===== config.mk =====
export PLATFORM = sky130hd
export DESIGN_NAME = ebu_external_bus_unit
export DESIGN_NICKNAME = d
export VERILOG_FILES = /design/src/ebu_window_decode.sv /design/src/ebu_external_bus_unit.sv
export SDC_FILE = /design/constraint.sdc
export NUM_CORES = 1
export LEC_CHECK = 0
export ABC_AREA = 1
export ABC_CLOCK_PERIOD_IN_PS = 8189
export BUFFER_PORTS_ARGS = -buffer_cell sky130_fd_sc_hd__buf_4
export CAP_MARGIN = 20
export CORE_AREA = 4 4 122 124
export CTS_CLUSTER_DIAMETER = 150
export DETAILED_ROUTE_END_ITERATION = 8
export DIE_AREA = 0 0 126 128
export PLACE_DENSITY = 0.9
export SYNTH_ARGS = -nofsm -noshare
export SYNTH_HDL_FRONTEND = slang
export SYNTH_HIERARCHICAL = 1
export SYNTH_SLANG_ARGS = --single-unit

===== constraint.sdc =====
create_clock -name sys_clk -period 8.19 [get_ports sys_clk]
set_input_delay 2.457 -clock sys_clk [delete_from_list [all_inputs] [get_ports sys_clk]]
set_output_delay 2.457 -clock sys_clk [all_outputs]
set_load 0.01 [all_outputs]

===== src/ebu_window_decode.sv =====
// Bus unit constants and the address window decoder
`timescale 1ns/1ps
package ebu_pkg;
    // Window bus configuration fields
    localparam int BC_WAIT_LSB   = 0;
    localparam int BC_WAIT_W     = 4;
    localparam int BC_TRISTATE   = 4;
    localparam int BC_RWDELAY    = 5;
    localparam int BC_ALELONG    = 6;
    localparam int BC_MODE_LSB   = 7;
    localparam int BC_RDYEN      = 9;
    localparam int BC_CSEN       = 10;
    localparam int BC_READY_POLARITY_BIT     = 11;
    // Bus modes
    localparam logic [1:0] MODE_8_DEMUX  = 2'h0;
    localparam logic [1:0] MODE_8_MUX    = 2'h1;
    localparam logic [1:0] MODE_16_DEMUX = 2'h2;
    localparam logic [1:0] MODE_16_MUX   = 2'h3;
    // Window address select fields
    localparam int AS_SIZE_LSB   = 0;
    localparam int AS_SIZE_W     = 4;
    localparam int AS_START_LSB  = 4;
    localparam int AS_START_W    = 12;
    localparam int WIN_ADDR_LSB  = 12;
    localparam int NUM_WIN       = 4;
    // Address space codes
    localparam logic [1:0] SPACE_64K  = 2'h0;
    localparam logic [1:0] SPACE_256K = 2'h1;
    localparam logic [1:0] SPACE_1M   = 2'h2;
    localparam logic [1:0] SPACE_16M  = 2'h3;
    localparam logic [7:0] SEG_MASK_64K  = 8'h00;
    localparam logic [7:0] SEG_MASK_256K = 8'h03;
    localparam logic [7:0] SEG_MASK_1M   = 8'h0f;
    localparam logic [7:0] SEG_MASK_16M  = 8'hff;
    // Reset and idle values
    localparam logic [4:0] CS_IDLE     = 5'h1f;
    localparam logic [2:0] SEL_DEFAULT = 3'h0;

    typedef enum logic [2:0] {
        S_IDLE, S_ADDR, S_DELAY, S_DATA, S_READY, S_FLOAT, S_HOLD
    } ebu_state_t;
endpackage

module ebu_window_decode (
    input  wire logic [23:0]      addr,
    input  wire logic [3:0][15:0] winAddrSel,
    output logic      [2:0]       winSel
);
    logic [3:0] hit;

    genvar w;
    generate
        for (w = 0; w < ebu_pkg::NUM_WIN; w = w + 1) begin : gWin
            logic [11:0] sizeMask;
            logic [11:0] startAddr;
            logic [3:0]  sizeCode;
            always_comb begin
                sizeCode  = winAddrSel[w][ebu_pkg::AS_SIZE_LSB +: ebu_pkg::AS_SIZE_W];
                startAddr = winAddrSel[w][ebu_pkg::AS_START_LSB +: ebu_pkg::AS_START_W];
                // Window of 4K << size; low bits of the start are ignored
                sizeMask  = 12'hfff << sizeCode;
                hit[w]    = (((addr[23:ebu_pkg::WIN_ADDR_LSB] ^ startAddr) & sizeMask)
                            == 12'h000);
            end
        end
    endgenerate

    // Higher numbered window wins on overlap
    always_comb begin
        if (hit[3]) begin
            winSel = 3'h4;
        end else if (hit[2]) begin
            winSel = 3'h3;
        end else if (hit[1]) begin
            winSel = 3'h2;
        end else if (hit[0]) begin
            winSel = 3'h1;
        end else begin
            winSel = ebu_pkg::SEL_DEFAULT;
        end
    end
endmodule


===== src/ebu_external_bus_unit.sv =====
// External bus unit: bus cycles, windows, chip selects and hold arbitration
`timescale 1ns/1ps

// Notes on behaviour
// Single chip or four 8/16 mux/demux modes
// Demux: address port, data full or low
// Mux: address then data on shared port
// Cycle, tristate, ALE and delay programmable
// Four windows, each select plus config pair
// Overlap: window four over three, two over one
// Unmatched addresses use default configuration
// Five chip selects: four windows plus default
// Per-window ready polarity bit
// Ready-enabled cycles wait for active ready
// Arbitration only when hold enable set
// Enabled arbitration drives request, ack, hold pins; code drives ack only as master, hold is an input only
// Reset: master, acknowledge pin is output
// Direction bit one: slave, ack is input
// Segment lines 8, 4, 2 or none
// Default: chip selects lag ALE rise
// Timing bit set: selects change with ALE
// Window match compares start and size
// Master finishes cycle, floats, then acknowledges
module ebu_external_bus_unit (
    input  wire logic             sys_clk,
    input  wire logic             rst,
    // CPU side request
    input  wire logic             reqValid,
    input  wire logic             reqWrite,
    input  wire logic [23:0]      reqAddr,
    input  wire logic [15:0]      reqWdata,
    output logic                  reqReady,
    output logic                  respValid,
    output logic                  respErr,
    output logic      [15:0]      respRdata,
    // Configuration
    input  wire logic             singleChip,
    input  wire logic             holdEnableBit,
    input  wire logic             chipSelectTimingBit,
    input  wire logic             ackPinDirectionBit,
    input  wire logic [1:0]       addrSpace,
    input  wire logic [15:0]      defaultBusConfig,
    input  wire logic [3:0][15:0] windowBusConfig,
    input  wire logic [3:0][15:0] windowAddressSelect,
    // Bus pins
    output logic      [15:0]      addressPortOut,
    output logic      [7:0]       segAddrOut,
    output logic      [7:0]       segAddrOe,
    input  wire logic [15:0]      sharedDataPortIn,
    output logic      [15:0]      sharedDataPortOut,
    output logic                  dataPortLowOe,
    output logic                  dataPortHighOe,
    output logic                  aleOut,
    output logic                  rdNOut,
    output logic                  wrNOut,
    output logic      [4:0]       chipSelectNOut,
    output logic                  busOwnOe,
    input  wire logic             readyIn,
    // Arbitration pins
    input  wire logic             holdNIn,
    output logic                  busRequestNOut,
    output logic                  busRequestOe,
    input  wire logic             holdAckNIn,
    output logic                  holdAckNOut,
    output logic                  holdAckOe,
    output logic                  busBusy
);
    typedef struct packed {
        ebu_pkg::ebu_state_t st;
        logic [4:0]  cnt;
        logic [15:0] cfg;
        logic [23:0] addr;
        logic [15:0] wdata;
        logic        write;
        logic        ale;
        logic        rdN;
        logic        wrN;
        logic [4:0]  csN;
        logic [4:0]  csNext;
        logic        csPend;
        logic [15:0] dataOut;
        logic        oeLo;
        logic        oeHi;
        logic [15:0] rdata;
        logic        respValid;
        logic        respErr;
        logic        own;
        logic        holdAckN;
        logic        busReqN;
    } ebu_regs_t;

    ebu_regs_t q;
    ebu_regs_t n;

    logic [2:0]  winSel;
    logic [15:0] selCfg;
    logic [4:0]  selCs;
    logic        slaveMode;
    logic        holdWanted;
    logic        canStart;
    logic        muxMode;
    logic        wideMode;
    logic        readyActive;
    logic [7:0]  segMask;

    ebu_window_decode uDecode (
        .addr       (reqAddr),
        .winAddrSel (windowAddressSelect),
        .winSel     (winSel)
    );

    assign slaveMode = holdEnableBit && ackPinDirectionBit;
    assign holdWanted = holdEnableBit && !ackPinDirectionBit && !holdNIn;
    assign muxMode = q.cfg[ebu_pkg::BC_MODE_LSB];
    assign wideMode = q.cfg[ebu_pkg::BC_MODE_LSB + 1];
    assign readyActive = (readyIn == q.cfg[ebu_pkg::BC_READY_POLARITY_BIT]);
    assign canStart = singleChip || q.own;

    always_comb begin
        selCfg = defaultBusConfig;
        selCs  = 5'h01;
        if (winSel != ebu_pkg::SEL_DEFAULT) begin
            selCfg = windowBusConfig[winSel - 3'h1];
            selCs  = 5'h01 << winSel;
        end
    end

    always_comb begin
        unique case (addrSpace)
            ebu_pkg::SPACE_64K:  segMask = ebu_pkg::SEG_MASK_64K;
            ebu_pkg::SPACE_256K: segMask = ebu_pkg::SEG_MASK_256K;
            ebu_pkg::SPACE_1M:   segMask = ebu_pkg::SEG_MASK_1M;
            ebu_pkg::SPACE_16M:  segMask = ebu_pkg::SEG_MASK_16M;
        endcase
    end

    assign reqReady = (q.st == ebu_pkg::S_IDLE) && !holdWanted && canStart;

    always_comb begin
        n = q;
        n.respValid = 1'b0;
        unique case (q.st)
            ebu_pkg::S_IDLE: begin
                if (holdWanted) begin
                    // Bus already idle: release it, acknowledge next cycle
                    n.own = 1'b0;
                    n.st  = ebu_pkg::S_HOLD;
                end else if (slaveMode) begin
                    // Slave takes the bus once acknowledged and keeps it until reqValid drops
                    if (!q.own) begin
                        n.busReqN = !reqValid;
                        n.own     = !holdAckNIn && !q.busReqN;
                    end else if (!reqValid) begin
                        n.busReqN = 1'b1;
                        n.own     = 1'b0;
                    end
                end else begin
                    n.own     = 1'b1;
                    n.busReqN = 1'b1;
                end
                if (reqReady && reqValid) begin
                    n.addr  = reqAddr;
                    n.wdata = reqWdata;
                    n.write = reqWrite;
                    n.cfg   = selCfg;
                    if (singleChip) begin
                        n.respValid = 1'b1;
                        n.respErr   = 1'b1;
                        n.rdata     = 16'h0000;
                    end else begin
                        n.respErr = 1'b0;
                        n.st      = ebu_pkg::S_ADDR;
                        n.ale     = 1'b1;
                        n.cnt     = {4'h0, selCfg[ebu_pkg::BC_ALELONG]};
                        n.dataOut = reqAddr[15:0];
                        n.oeLo    = selCfg[ebu_pkg::BC_MODE_LSB];
                        n.oeHi    = selCfg[ebu_pkg::BC_MODE_LSB];
                        n.csNext  = selCfg[ebu_pkg::BC_CSEN] ? ~selCs : ebu_pkg::CS_IDLE;
                        if (chipSelectTimingBit) begin
                            n.csN    = selCfg[ebu_pkg::BC_CSEN] ? ~selCs
                                                                : ebu_pkg::CS_IDLE;
                            n.csPend = 1'b0;
                        end else begin
                            n.csPend = 1'b1;
                        end
                    end
                end
            end
            ebu_pkg::S_ADDR: begin
                if (q.csPend) begin
                    n.csN    = q.csNext;
                    n.csPend = 1'b0;
                end
                if (q.cnt != 5'h00) begin
                    n.cnt = q.cnt - 5'h01;
                end else begin
                    n.ale     = 1'b0;
                    n.dataOut = q.wdata;
                    n.oeLo    = q.write;
                    n.oeHi    = q.write && wideMode;
                    n.cnt     = {1'b0, q.cfg[ebu_pkg::BC_WAIT_LSB +: ebu_pkg::BC_WAIT_W]};
                    if (q.cfg[ebu_pkg::BC_RWDELAY]) begin
                        n.st = ebu_pkg::S_DELAY;
                    end else begin
                        n.st  = ebu_pkg::S_DATA;
                        n.rdN = q.write;
                        n.wrN = !q.write;
                    end
                end
            end
            ebu_pkg::S_DELAY: begin
                n.st  = ebu_pkg::S_DATA;
                n.rdN = q.write;
                n.wrN = !q.write;
            end
            ebu_pkg::S_DATA, ebu_pkg::S_READY: begin
                if (q.st == ebu_pkg::S_DATA && q.cnt != 5'h00) begin
                    n.cnt = q.cnt - 5'h01;
                end else if (q.cfg[ebu_pkg::BC_RDYEN] && !readyActive) begin
                    n.st = ebu_pkg::S_READY;
                end else begin
                    n.rdata = wideMode ? sharedDataPortIn
                                       : {8'h00, sharedDataPortIn[7:0]};
                    n.rdN   = 1'b1;
                    n.wrN   = 1'b1;
                    n.csN   = ebu_pkg::CS_IDLE;
                    n.oeLo  = 1'b0;
                    n.oeHi  = 1'b0;
                    if (q.cfg[ebu_pkg::BC_TRISTATE]) begin
                        n.st = ebu_pkg::S_FLOAT;
                    end else begin
                        n.st        = ebu_pkg::S_IDLE;
                        n.respValid = 1'b1;
                    end
                end
            end
            ebu_pkg::S_FLOAT: begin
                n.st        = ebu_pkg::S_IDLE;
                n.respValid = 1'b1;
            end
            ebu_pkg::S_HOLD: begin
                // Pins floated last cycle; acknowledge until hold is released
                n.busReqN = !reqValid;
                if (holdNIn || !holdEnableBit || ackPinDirectionBit) begin
                    n.holdAckN = 1'b1;
                    n.busReqN  = 1'b1;
                    n.st       = ebu_pkg::S_IDLE;
                end else begin
                    n.holdAckN = 1'b0;
                end
            end
        endcase
        if (!holdEnableBit) begin
            n.busReqN  = 1'b1;
            n.holdAckN = 1'b1;
        end
    end

    always_ff @(posedge sys_clk) begin
        if (rst) begin
            q.st       <= ebu_pkg::S_IDLE;
            q.cnt      <= 5'h00;
            q.cfg      <= 16'h0000;
            q.addr     <= 24'h000000;
            q.wdata    <= 16'h0000;
            q.write    <= 1'b0;
            q.ale      <= 1'b0;
            q.rdN      <= 1'b1;
            q.wrN      <= 1'b1;
            q.csN      <= ebu_pkg::CS_IDLE;
            q.csNext   <= ebu_pkg::CS_IDLE;
            q.csPend   <= 1'b0;
            q.dataOut  <= 16'h0000;
            q.oeLo     <= 1'b0;
            q.oeHi     <= 1'b0;
            q.rdata    <= 16'h0000;
            q.respValid <= 1'b0;
            q.respErr  <= 1'b0;
            q.own      <= 1'b1;
            q.holdAckN <= 1'b1;
            q.busReqN  <= 1'b1;
        end else begin
            q <= n;
        end
    end

    assign respValid         = q.respValid;
    assign respErr           = q.respErr;
    assign respRdata         = q.rdata;
    assign addressPortOut    = muxMode ? 16'h0000 : q.addr[15:0];
    assign segAddrOut        = q.addr[23:16] & segMask;
    assign segAddrOe         = (q.own && !singleChip) ? segMask : 8'h00;
    assign sharedDataPortOut = q.dataOut;
    assign dataPortLowOe     = q.oeLo && q.own;
    assign dataPortHighOe    = q.oeHi && q.own;
    assign aleOut            = q.ale;
    assign rdNOut            = q.rdN;
    assign wrNOut            = q.wrN;
    assign chipSelectNOut    = q.csN;
    assign busOwnOe          = q.own && !singleChip;
    assign busRequestNOut    = q.busReqN;
    assign busRequestOe      = holdEnableBit;
    assign holdAckNOut       = q.holdAckN;
    assign holdAckOe         = holdEnableBit && !ackPinDirectionBit;
    assign busBusy           = (q.st != ebu_pkg::S_IDLE) && (q.st != ebu_pkg::S_HOLD);
endmodule


Yosys cells after proc, flatten, opt, wreduce, memory -nomap -nowiden. Index checks and enable logic that the tools add are counted.

Logic and storage cells: 179. Bits in latches: 0. Output and inout port bits: 83. Bits in writable memories: 0. Flip-flop bits (word level): 118. Memories: 0. Bits in read-only memories: 0.

Reductions and logical operators: 54. Shift operators: 5. Order comparisons: 1. Equality and inequality tests: 24. Muxes and demuxes: 60. $mul: 0. $add $sub $neg: 2. Divide/modulo/power cells: 0. Bitwise logic cells: 12.

Operators with widths (number): 66-bit 2-to-1 mux (1); 16-bit 2-to-1 mux (4); 12-bit AND (4); 12-bit logical NOT (4); 12-bit by 4-bit << shifter with 12-bit output, first input constant (4); 12-bit XOR (4); 47-bit 2-to-1 mux (1); 19-bit 2-to-1 mux (2); 17-bit one-hot mux with 2 select lines (1); 16-bit binary-select mux with 2-bit select (1); 16-bit one-hot mux with 2 select lines (1); 8-bit one-hot mux with 4 select lines (1); 3-bit 2-to-1 mux (10); 5-bit 2-to-1 mux (6); 5-bit one-hot mux with 3 select lines (2); 29-bit 2-to-1 mux (1); 2-bit inequality test, second input constant (11); 18-bit 2-to-1 mux (1); 3-bit one-hot mux with 6 select lines (1); 17-bit 2-to-1 mux (1); 1-bit 2-to-1 mux (16); 8-bit 2-to-1 mux (2); 1-bit logical AND (14); 7-bit 2-to-1 mux (2); other kinds (34) (63).

Depth between registers and ports, before layout. Gate-level depths: netlist of run 1.

Depth in word-level cells: 16. Depth in mapped cells: 23. Gate-level depth less buffers: 20.

Modules after synthesis. The synthesis of run 1 kept the hierarchy.

By module, submodules not included: ebu_external_bus_unit (area an instance 6068.3 sq um, seq. area each 2242.2 sq um, times used 1, cells each 957); ebu_window_decode (area an instance 1161.1 sq um, seq. area each 0.0 sq um, times used 1, cells each 227).

Least setup slack after synthesis of run 1. OpenSTA, ideal clock, no wires.

Path kind: input port to output port. Start: in singleChip. End: out segAddrOe[5]. Cell stages on the path: 4. Buffers on the path: 1. Data required time: 5.733 ns. Slack: 2.522 ns. Data arrival time: 3.211 ns. Path through: nor2_1 inv_1 nor2_1 buf_4.

Longest elaborated chain between the ends: 3.

Ends and longest elaborated chain: from (decl) (RTL line ebu_external_bus_unit.sv:37) `input wire logic singleChip,`; 1-bit logical NOT (RTL line ebu_external_bus_unit.sv:292) `assign segAddrOe = (q.own && !singleChip) ? segMask : 8'h00;`; 1-bit logical AND (RTL line ebu_external_bus_unit.sv:292); 8-bit 2-to-1 mux (RTL line ebu_external_bus_unit.sv:292); to (decl) (RTL line ebu_external_bus_unit.sv:48) `output logic [7:0] segAddrOe,`.

Every way passes these cells.

Worst setup path in the final report of run 1.
Start: in singleChip. End: out segAddrOe[7].

The elaborated chain is that of the path after synthesis.

==> results of run 1 <==
critical path, stage by stage:
cell and delay, ns:
buf_4 0.14, nor2_1 0.39, inv_1 0.14, nor2_1 0.25, buf_4 0.18
sequential cells by signal, summed over array words and instances (netlist names):
signal	flops
q	67
respRdata	16
sharedDataPortOut	16
chipSelectNOut	5
aleOut	1
busRequestNOut	1
holdAckNOut	1
muxMode	1
rdNOut	1
respErr	1
respValid	1
wrNOut	1
power by group through the flow:
| stage | Clock (mW) | Combinational, mW | Sequential, mW |
|---|---|---|---|
| after floorplan | 0 | 1.02 | 0.822 |
| after CTS | 0.482 | 1.31 | 0.827 |
| after global placement | 0 | 1.28 | 0.832 |
| after global routing | 0.506 | 1.52 | 0.860 |
| after detailed placement | 0 | 1.30 | 0.838 |
| final | 0.474 | 1.34 | 0.838 |
cells by family (layout without fill, tap and decap cells):
logic type | after synthesis | count (layout) | synth area share
AO/OA/AOI/OAI | 195 | 195 | 0.144
XOR/XNOR | 37 | 37 | 0.0448
adder cells (fa/ha/maj) | 5 | 5 | 0.00865
buffers and inverters | 229 | 428 | 0.150
flip-flops | 112 | 112 | 0.310
AND/OR/NAND/NOR | 606 | 606 | 0.343
area by class of cell:
type	instances	area (um2)	area share
clock inverter	6	83.8	0.00901
inverter	132	495	0.0533
tap	180	225	0.0242
clock buffer	10	239	0.0257
timing repair buffer	280	2110	0.227
multi-input combinational	843	3910	0.420
sequential	112	2240	0.241
cell usage after synthesis (all sizes together):
library cell,count
dfxtp,112
a21oi,82
o211ai,4
o22ai,25
o31ai,1
a31oi,2
o21ai,77
inv,132
nor2,186
buf,66
or2,5
ha,5
xor2,31
nand2,331
xnor2,6
a41oi,1
nand3b,1
clkbuf,31
nand4,8
nor3,4
o21bai,3
nand3,71
stage by stage:
stage	setup slack [ns]	hold WS, ns
after floorplan	2.52	0.429
after global placement	2.23	0.438
after detailed placement	2.22	0.444
after CTS	2.20	0.456
after global routing	2.09	0.473
final	2.17	0.455
layer usage:
layer	global-route usage	part of all wire
met5	0	0
met4	0.0864	0.023
met2	0.459	0.49
met3	0.0571	0.081
met1	0.327	0.41
worst max-delay path by stage:
stage	endpoint	cells after the start
2_1_floorplan	segAddrOe[5]	4
3_3_place_gp	segAddrOe[5]	5
3_5_place_dp	segAddrOe[7]	5
4_1_cts	segAddrOe[7]	5
5_1_grt	segAddrOe[7]	5
6_report	segAddrOe[7]	5
==> impl_metrics.toml, run 1 <==
[outcome]
status = "completed"

[floorplan]
die_h_um = 128
core_area_mm2 = 0.0138
pin_count = 296
fp.dieW_um = 126
row_count = 43
die-area_mm2 = 0.0161
start_util = 0.525

[drt]
ant_nets = 0
vias = 8004
drt_wl_total_um = 22500
route.detailed.drc = 0
vias_per_cell = 5.12
wl_per_cell_um = 14.4
firstDrtPassIters = 5
drt-initial-drc-count = 642

[synth]
synth.distinct_cells = 38
ys_warn_count = 6
netlist_instances = 1184
synth_top_area_cell = "dfxtp_1"
yosysSeqAreaShare = 0.310
syn_avg_cell_area_um2 = 6.11
ys_ff_latch = 112
synth_top_area_frac = 0.310
synth.area.top_cells = "dfxtp_1 (31%), nand2_1 (17%), nor2_1 (9.2%), inv_1 (6.5%), a21oi_1 (5.5%)"
syn-num-nets = 1402
syn-cell-area_mm2 = 0.00723

[sta]
rsz0062_at_grt = "false"
slew_viol_final = 0
tightest_slew_ns = 0.842
hold_viol = 0
slew_headroom = 0.437
setup_viol = 0
finalSetupTns_ns = 0
skew_ns = 0.00711
timing.final.crit_share = 0.734
fin_crit_ns = 6.02
fmax_mhz = 166

[clocking]
cts-root-buf = "clkbuf_16"
post-cts-setup-buffers = 0
clockBufferDepth = 2
cts.clk_slew.worst_paths_ns = 0.08
h-tree-depth = 3
cts_resized = 0
cts_made_buffers = 9
ctsHoldBuffers = 0
clkLatencyLatePin_ns = 0.36
cts.sinks = 112
cts_tree = "built"

[cells_and_area]
num_antenna_cells = 0
layout-drive-gt1-share = 0.234
finish.utilization = 0.675
final_common_cell = "nand2_1"
final_area_mm2 = 0.00930
syn_to_final_growth_pct = 28.6
fin_cells = 1563
final_cell_mix = "nand2_1 (327), buf_4 (279), nor2_1 (177)"
n_fill_cell = 1249
finalNetCount = 1596

[pwr]
p_sw_mw = 1.14
p_leak_nw = 4.73
irDropWorstVdd_mv = 0.132
internal_power_mw = 1.52
power.density_mw_per_mm2 = 285
sw_frac_of_total = 0.428
combPwrFrac = 0.505
p_seq_frac = 0.316
p_clk_frac = 0.179
report.power.total_mw = 2.65

[critical_path]
end_kind = "primary output"
crit_path_max_fanout = 6
r2r_end = "sharedDataPortOut[2]"
worstRegToRegCells = 8
critical_path.startpoint_type = "input pin"
rr_startpoint = "q[116]"
critPathLaunch = "singleChip"
arrival_ns = 3.56
crit_type = "input pin to primary output"
crit_required_ns = 5.73
ff2ff_setup_slack_ns = 5.12

[placed_design]
place_area_mm2 = 0.00896
hpwl_um = 17000
place_inst = 1546
gp_congestion = 0.945
io_buffers = 275

[grt]
grt_pass1_vias = 7353
antenna_found_initial = 0
grt_usage = 0.265
grt_first_pass_wirelength_um = 35100
gr-total-overflow = 0
grt_max_degree = 83

[min_path]
hp-class = "register to register"
min_to = "q[92]"
hold_depth = 2
min-delay-start = "q[92]"

[flow_run]
maxCapViolCount = 0
No activity file was read; power rests on OpenSTA's default activity.
==> run 2: changes to the inputs <==
--- a/config.mk
+++ b/config.mk
@@ -5,15 +5,15 @@
 export SDC_FILE = /design/constraint.sdc
 export NUM_CORES = 1
 export LEC_CHECK = 0
-export ABC_AREA = 1
-export ABC_CLOCK_PERIOD_IN_PS = 8189
+export ABC_AREA = 0
+export ABC_CLOCK_PERIOD_IN_PS = 6000
 export BUFFER_PORTS_ARGS = -buffer_cell sky130_fd_sc_hd__buf_4
 export CAP_MARGIN = 20
-export CORE_AREA = 4 4 122 124
+export CORE_AREA = 4 4 124 126
 export CTS_CLUSTER_DIAMETER = 150
 export DETAILED_ROUTE_END_ITERATION = 8
-export DIE_AREA = 0 0 126 128
-export PLACE_DENSITY = 0.9
+export DIE_AREA = 0 0 128 130
+export PLACE_DENSITY = 0.84
 export SYNTH_ARGS = -nofsm -noshare
 export SYNTH_HDL_FRONTEND = slang
 export SYNTH_HIERARCHICAL = 1
==> constraint.sdc (replaced) <==
create_clock -name sys_clk -period 6 [get_ports sys_clk]
set_input_delay 1.8 -clock sys_clk [delete_from_list [all_inputs] [get_ports sys_clk]]
set_output_delay 1.8 -clock sys_clk [all_outputs]
set_load 0.01 [all_outputs]
==> run 2 against run 1 <==
Against the previous run:
- combinational power up 12%
- die area increased by 3.2%
- core utilization is 5.8 points lower
- clock power up 23%
- flip-flop and latch count unchanged
- largest cell class unchanged
- largest power group unchanged
- highest routed layer unchanged
==> impl_metrics.toml, run 2 <==
[critical_path]
cp_cell_sequence = "buf_4 -> xnor2_1 -> nor2_1 -> o41ai_2 -> o211ai_2 -> a21oi_1 -> inv_1 -> ha_1 -> mux4_2 -> nand3_1 -> a21oi_1 -> a211oi_1"
cp_slowest_cell = "ha_1"
crit_required_ns = 6.26
end_kind = "register"
cpPeakStageDelay_ns = 0.70
crit_type = "input pin to register"
critical_path.startpoint_type = "input pin"
worst_path_most_repeated_cell = "a21oi_1"
arrival_ns = 4.95
ff2ff_setup_slack_ns = 3.09
crit_path_max_fanout = 12

[floorplan]
core_area_mm2 = 0.0143
die_h_um = 130
die-area_mm2 = 0.0166
start_util = 0.471
fp.dieW_um = 128
row_count = 44
pin_count = 296

[grt]
antenna_found_initial = 0
gr-total-overflow = 0
grt_max_degree = 85
grt_pass1_vias = 6408
grt_usage = 0.245
grt_first_pass_wirelength_um = 32700

[placed_design]
io_buffers = 275
hpwl_um = 15900
gp_congestion = 0.915

[sta]
skew_ns = 0.0107
tightest_slew_ns = 1.06
fin_crit_ns = 4.69
slew_headroom = 0.293
finalSetupTns_ns = 0
timing.final.crit_share = 0.782
rsz0062_at_grt = "false"
fmax_mhz = 213
hold_viol = 0
setup_viol = 0
slew_viol_final = 0

[cells_and_area]
final_cell_mix = "buf_4 (282), dfxtp_1 (112), nand2_1 (111)"
layout-drive-gt1-share = 0.333
final_common_cell = "buf_4"
finalNetCount = 1212
regMostFlops = "q"
largest_reg_flops = 67
finish.utilization = 0.618
num_antenna_cells = 0
syn_to_final_growth_pct = 31.2

[synth]
synth.distinct_cells = 70
yosysSeqAreaShare = 0.333
syn-num-nets = 1012
async_reset_ff_frac = 0
ys_warn_count = 6
syn_avg_cell_area_um2 = 8.48
synthTopCellsByCount = "dfxtp_1 (112), nand2_1 (111), a21oi_1 (82)"
synth_top_area_cell = "dfxtp_1"
synth_top_area_frac = 0.333
syn-cell-area_mm2 = 0.00674
synth-edff-count = 0
synth.most_common_cell = "dfxtp_1"
ys_ff_latch = 112
netlist_instances = 794
ys.flop_type = "dfxtp_1"
synth.area.top_cells = "dfxtp_1 (33%), nand2_1 (6.2%), a21oi_1 (6.1%), buf_4 (5.2%), mux4_2 (4.0%)"

[pwr]
p_leak_nw = 3.75
irDropWorstVdd_mv = 0.293
power.density_mw_per_mm2 = 361

[clocking]
cts_made_buffers = 9
ctsHoldBuffers = 0
cts.clk_slew.worst_paths_ns = 0.07
post-cts-setup-buffers = 0
clkLatencyLatePin_ns = 0.36
cts.sinks = 112
cts_tree = "built"
h-tree-depth = 3
clockBufferDepth = 2
cts_resized = 0
cts-root-buf = "clkbuf_16"

[outcome]
status = "completed"

[min_path]
hp-class = "register to register"

[drt]
drt-initial-drc-count = 616
drt_wl_total_um = 21200
ant_nets = 0
wl_per_cell_um = 18.0
vias_per_cell = 5.67
vias = 6694
firstDrtPassIters = 5
route.detailed.drc = 0

[flow_run]
maxCapViolCount = 0
-- run 2: cell count changes in the layout (fill, tap and decap cells not counted), moves of 20 or more --
cell	delta
o21ai_0	-61
nand2_1	-216
o22ai_1	-23
nor2b_1	+23
a211oi_1	+22
inv_1	-114
a22oi_1	+20
nor2_1	-133
nand3_1	-58
-- run 2: kinds of logic after synthesis --
group,count (synthesis),synth area share
xor gates and xnor gates,49,0.0637
buffers and inverters,105,0.0880
adders and majority gates,5,0.00929
muxes,32,0.0700
DFF,112,0.333
and+or+nand+nor,265,0.201
AOI/OAI and AO/OA,226,0.235
-- run 2: where the power goes --
part	total (mW)	leakage, nW	switching [mW]	internal, mW
Combinational	1.50	2.71	0.833	0.671
Clock	0.582	0.128	0.262	0.320
Sequential	1.10	0.915	0.171	0.931
-- run 2: per-stage QoR --
step | hold slack [ns] | worst slack [ns] | power [mW] | instance area [um2] | std cells
CTS | 0.452 | 1.33 | 3.20 | 8840 | 1181
finish | 0.450 | 1.31 | 3.19 | 8840 | 1181
floorplan | 0.432 | 1.28 | 2.15 | 6740 | 794
detailed placement | 0.443 | 0.980 | 2.61 | 8560 | 1167
global route | 0.465 | 1.14 | 3.41 | 8840 | 1181
global placement | 0.437 | 1.11 | 2.57 | 8560 | 1166
-- run 2: area by class of cell --
class / count / area [um2]
Fill cell: 1297 / 5470
Multi-Input combinational cell: 577 / 3910
Timing Repair Buffer: 283 / 2140
Inverter: 11 / 41.3
Tap cell: 184 / 230
Sequential cell: 112 / 2240
Clock inverter: 3 / 45.0
Clock buffer: 11 / 233
-- run 2: worst max-delay path, delay by kind of cell --
family,cells,cell delay (ns)
xor gates and xnor gates,1,0.17
buffers and inverters,2,0.28
AOI/OAI and AO/OA,5,1.29
adders and majority gates,1,0.70
muxes,1,0.46
and+or+nand+nor,2,0.24
-- run 2: metal layers --
layer / GRT usage / routed length [um] / vias up
met1: 0.307 / 8490 / 3148
li1: - / - / 3217
met4: 0.0668 / 445 / 0
met2: 0.420 / 10500 / 290
met3: 0.0651 / 1740 / 39
met5: 0 / 0 / -
-- run 2: final timing paths --
path               startpoint                 to  cells after the start
hold reg to reg         q[74]              q[74]                      2
setup / recovery  reqAddr[13]  chipSelectNOut[4]                     12
setup reg to reg       q[116]             q[105]                      5
hold / removal          q[74]              q[74]                      2
==> run 3: changes to the inputs <==
--- a/config.mk
+++ b/config.mk
@@ -6,14 +6,14 @@
 export NUM_CORES = 1
 export LEC_CHECK = 0
 export ABC_AREA = 0
-export ABC_CLOCK_PERIOD_IN_PS = 6000
+export ABC_CLOCK_PERIOD_IN_PS = 4200
 export BUFFER_PORTS_ARGS = -buffer_cell sky130_fd_sc_hd__buf_4
 export CAP_MARGIN = 20
-export CORE_AREA = 4 4 124 126
+export CORE_AREA = 4 4 129 131
 export CTS_CLUSTER_DIAMETER = 150
 export DETAILED_ROUTE_END_ITERATION = 8
-export DIE_AREA = 0 0 128 130
-export PLACE_DENSITY = 0.84
+export DIE_AREA = 0 0 133 135
+export PLACE_DENSITY = 0.81
 export SYNTH_ARGS = -nofsm -noshare
 export SYNTH_HDL_FRONTEND = slang
 export SYNTH_HIERARCHICAL = 1
==> constraint.sdc (replaced) <==
create_clock -name sys_clk -period 4.2 [get_ports sys_clk]
set_input_delay 1.26 -clock sys_clk [delete_from_list [all_inputs] [get_ports sys_clk]]
set_output_delay 1.26 -clock sys_clk [all_outputs]
set_load 0.01 [all_outputs]
==> run 3 against run 2 <==
Against the previous run:
- sequential share of layout area fell by 0.27 points
- worst hold slack improved by 0.0020 ns
- flip-flop and latch count did not move
- final cell count rose by 3.6%
- core utilization fell by 4.5 points
- critical path depth did not move
- register-to-register slack got worse by 1.4 ns
- clock-buffer cell count did not move
- global-route usage fell by 1.9 points
- sequential power rose by 44%
- critical path type unchanged
- highest routed layer unchanged
==> impl_metrics.toml, run 3 (synthesis results as in run 2) <==
[outcome]
status = "completed"

[clocking]
clockBufferDepth = 2
cts-root-buf = "clkbuf_16"
cts_resized = 0
cts_made_buffers = 9
h-tree-depth = 3
clkLatencyLatePin_ns = 0.35
cts.clk_slew.worst_paths_ns = 0.07
cts_tree = "built"
cts.sinks = 112
post-cts-setup-buffers = 0
ctsHoldBuffers = 0

[critical_path]
crit_type = "input pin to register"
cp_slowest_cell = "ha_1"
cpLargestDelayFamily = "compound AO/OA/AOI/OAI gates"
critical_path.startpoint_type = "input pin"
end_kind = "register"
crit_path_max_fanout = 5
arrival_ns = 4.06
worstRegToRegCells = 4
cpPeakStageDelay_ns = 0.46
crit_required_ns = 4.47
cp_cell_sequence = "buf_4 -> xnor2_1 -> o21ai_0 -> a211oi_1 -> o211ai_2 -> a21oi_1 -> inv_1 -> ha_1 -> mux4_2 -> nand3_1 -> a21oi_1 -> a211oi_1"
crit_cells = 12
cp_num_buf_inv = 2

[sta]
hold_viol = 0
rsz0062_at_grt = "false"
tightest_slew_ns = 0.980
fmax_mhz = 264
setup_viol = 0
fin_crit_ns = 3.79
finalSetupTns_ns = 0
skew_ns = 0.00685
slew_headroom = 0.346
timing.final.crit_share = 0.901
slew_viol_final = 0
setup_ws_ns = 0.415

[cells_and_area]
finalNetCount = 1220
multi_input_area_mm2 = 0.00391
syn_to_final_growth_pct = 32.6
final_common_cell = "buf_4"
regMostFlops = "q"
layout-drive-gt1-share = 0.341
final_cell_mix = "buf_4 (291), dfxtp_1 (112), nand2_1 (111)"
largest_reg_flops = 67
seqCellArea_mm2 = 0.00224
num_antenna_cells = 0
n_fill_cell = 1440

[drt]
route.detailed.drc = 0
vias_per_cell = 5.47
ant_nets = 0
wl_per_cell_um = 17.4
drt-initial-drc-count = 445
vias = 6688
firstDrtPassIters = 5
drt_wl_total_um = 21300

[min_path]
hold_depth = 2
hp-class = "register to register"

[floorplan]
fp.dieW_um = 133
start_util = 0.432
die-area_mm2 = 0.0180
row_count = 46
die_h_um = 135
core_area_mm2 = 0.0156
pin_count = 296

[grt]
grt_usage = 0.226
grt_first_pass_wirelength_um = 33000
gr-total-overflow = 0
antenna_found_initial = 0
grt_max_degree = 83
grt_pass1_vias = 6329

[placed_design]
hpwl_um = 15800
io_buffers = 275
gp_congestion = 0.931
pre_cts_ws_ns = 0.0934

[pwr]
irDropWorstVdd_mv = 0.366
p_leak_nw = 3.79
power.density_mw_per_mm2 = 512

[flow_run]
maxCapViolCount = 0
-- run 3: cell count changes in the layout (fill, tap and decap cells not counted) --
cell and change:
buf_4 +9, clkinv_4 +2, buf_12 -1, bufinv_16 -1, clkbuf_1 -1, clkbuf_8 +1
inv_6 +1
-- run 3: stage by stage --
stage	util	area, um2	power, mW	cells	hold WS, ns
detailed placement	0.555	8650	3.75	1207	0.442
finish	0.573	8930	4.57	1223	0.452
CTS	0.573	8930	4.59	1223	0.452
global route	0.573	8930	4.87	1223	0.466
floorplan	-	6740	3.07	794	0.432
global placement	0.555	8650	3.72	1207	0.437
-- run 3: where the power goes --
group	switching, mW	total [mW]	internal, mW
sequential	0.249	1.58	1.33
combinational	1.18	2.16	0.978
clock	0.407	0.831	0.424
-- run 3: worst register-to-register path, delay by kind of cell, from the launching register on --
family,cells,cell delay [ns]
simple gates,2,1.27
compound gates,2,0.50
flops,1,0.69
-- run 3: final timing paths --
| kind | to | slack [ns] | from |
|---|---|---|---|
| max | chipSelectNOut[1] | 0.41 | reqAddr[18] |
| min | q[81] | 0.45 | q[81] |
| max reg2reg | q[110] | 1.66 | q[115] |
| min reg2reg | q[81] | 0.45 | q[81] |
-- run 3: layout make-up --
type | count | area share
clock buffer | 11 | 0.0272
clock inverter | 5 | 0.00462
inverter | 11 | 0.00462
multi-input combinational | 577 | 0.438
sequential | 112 | 0.251
tap | 216 | 0.0302
timing repair buffer | 291 | 0.245
-- run 3: routing by layer --
| layer | vias to the layer above | part of all wire | GRT usage |
|---|---|---|---|
| met3 | 43 | 0.071 | 0.0574 |
| met5 | - | 0 | 0 |
| met4 | 0 | 0.026 | 0.0739 |
| li1 | 3241 | - | - |
| met2 | 269 | 0.49 | 0.378 |
| met1 | 3135 | 0.41 | 0.287 |
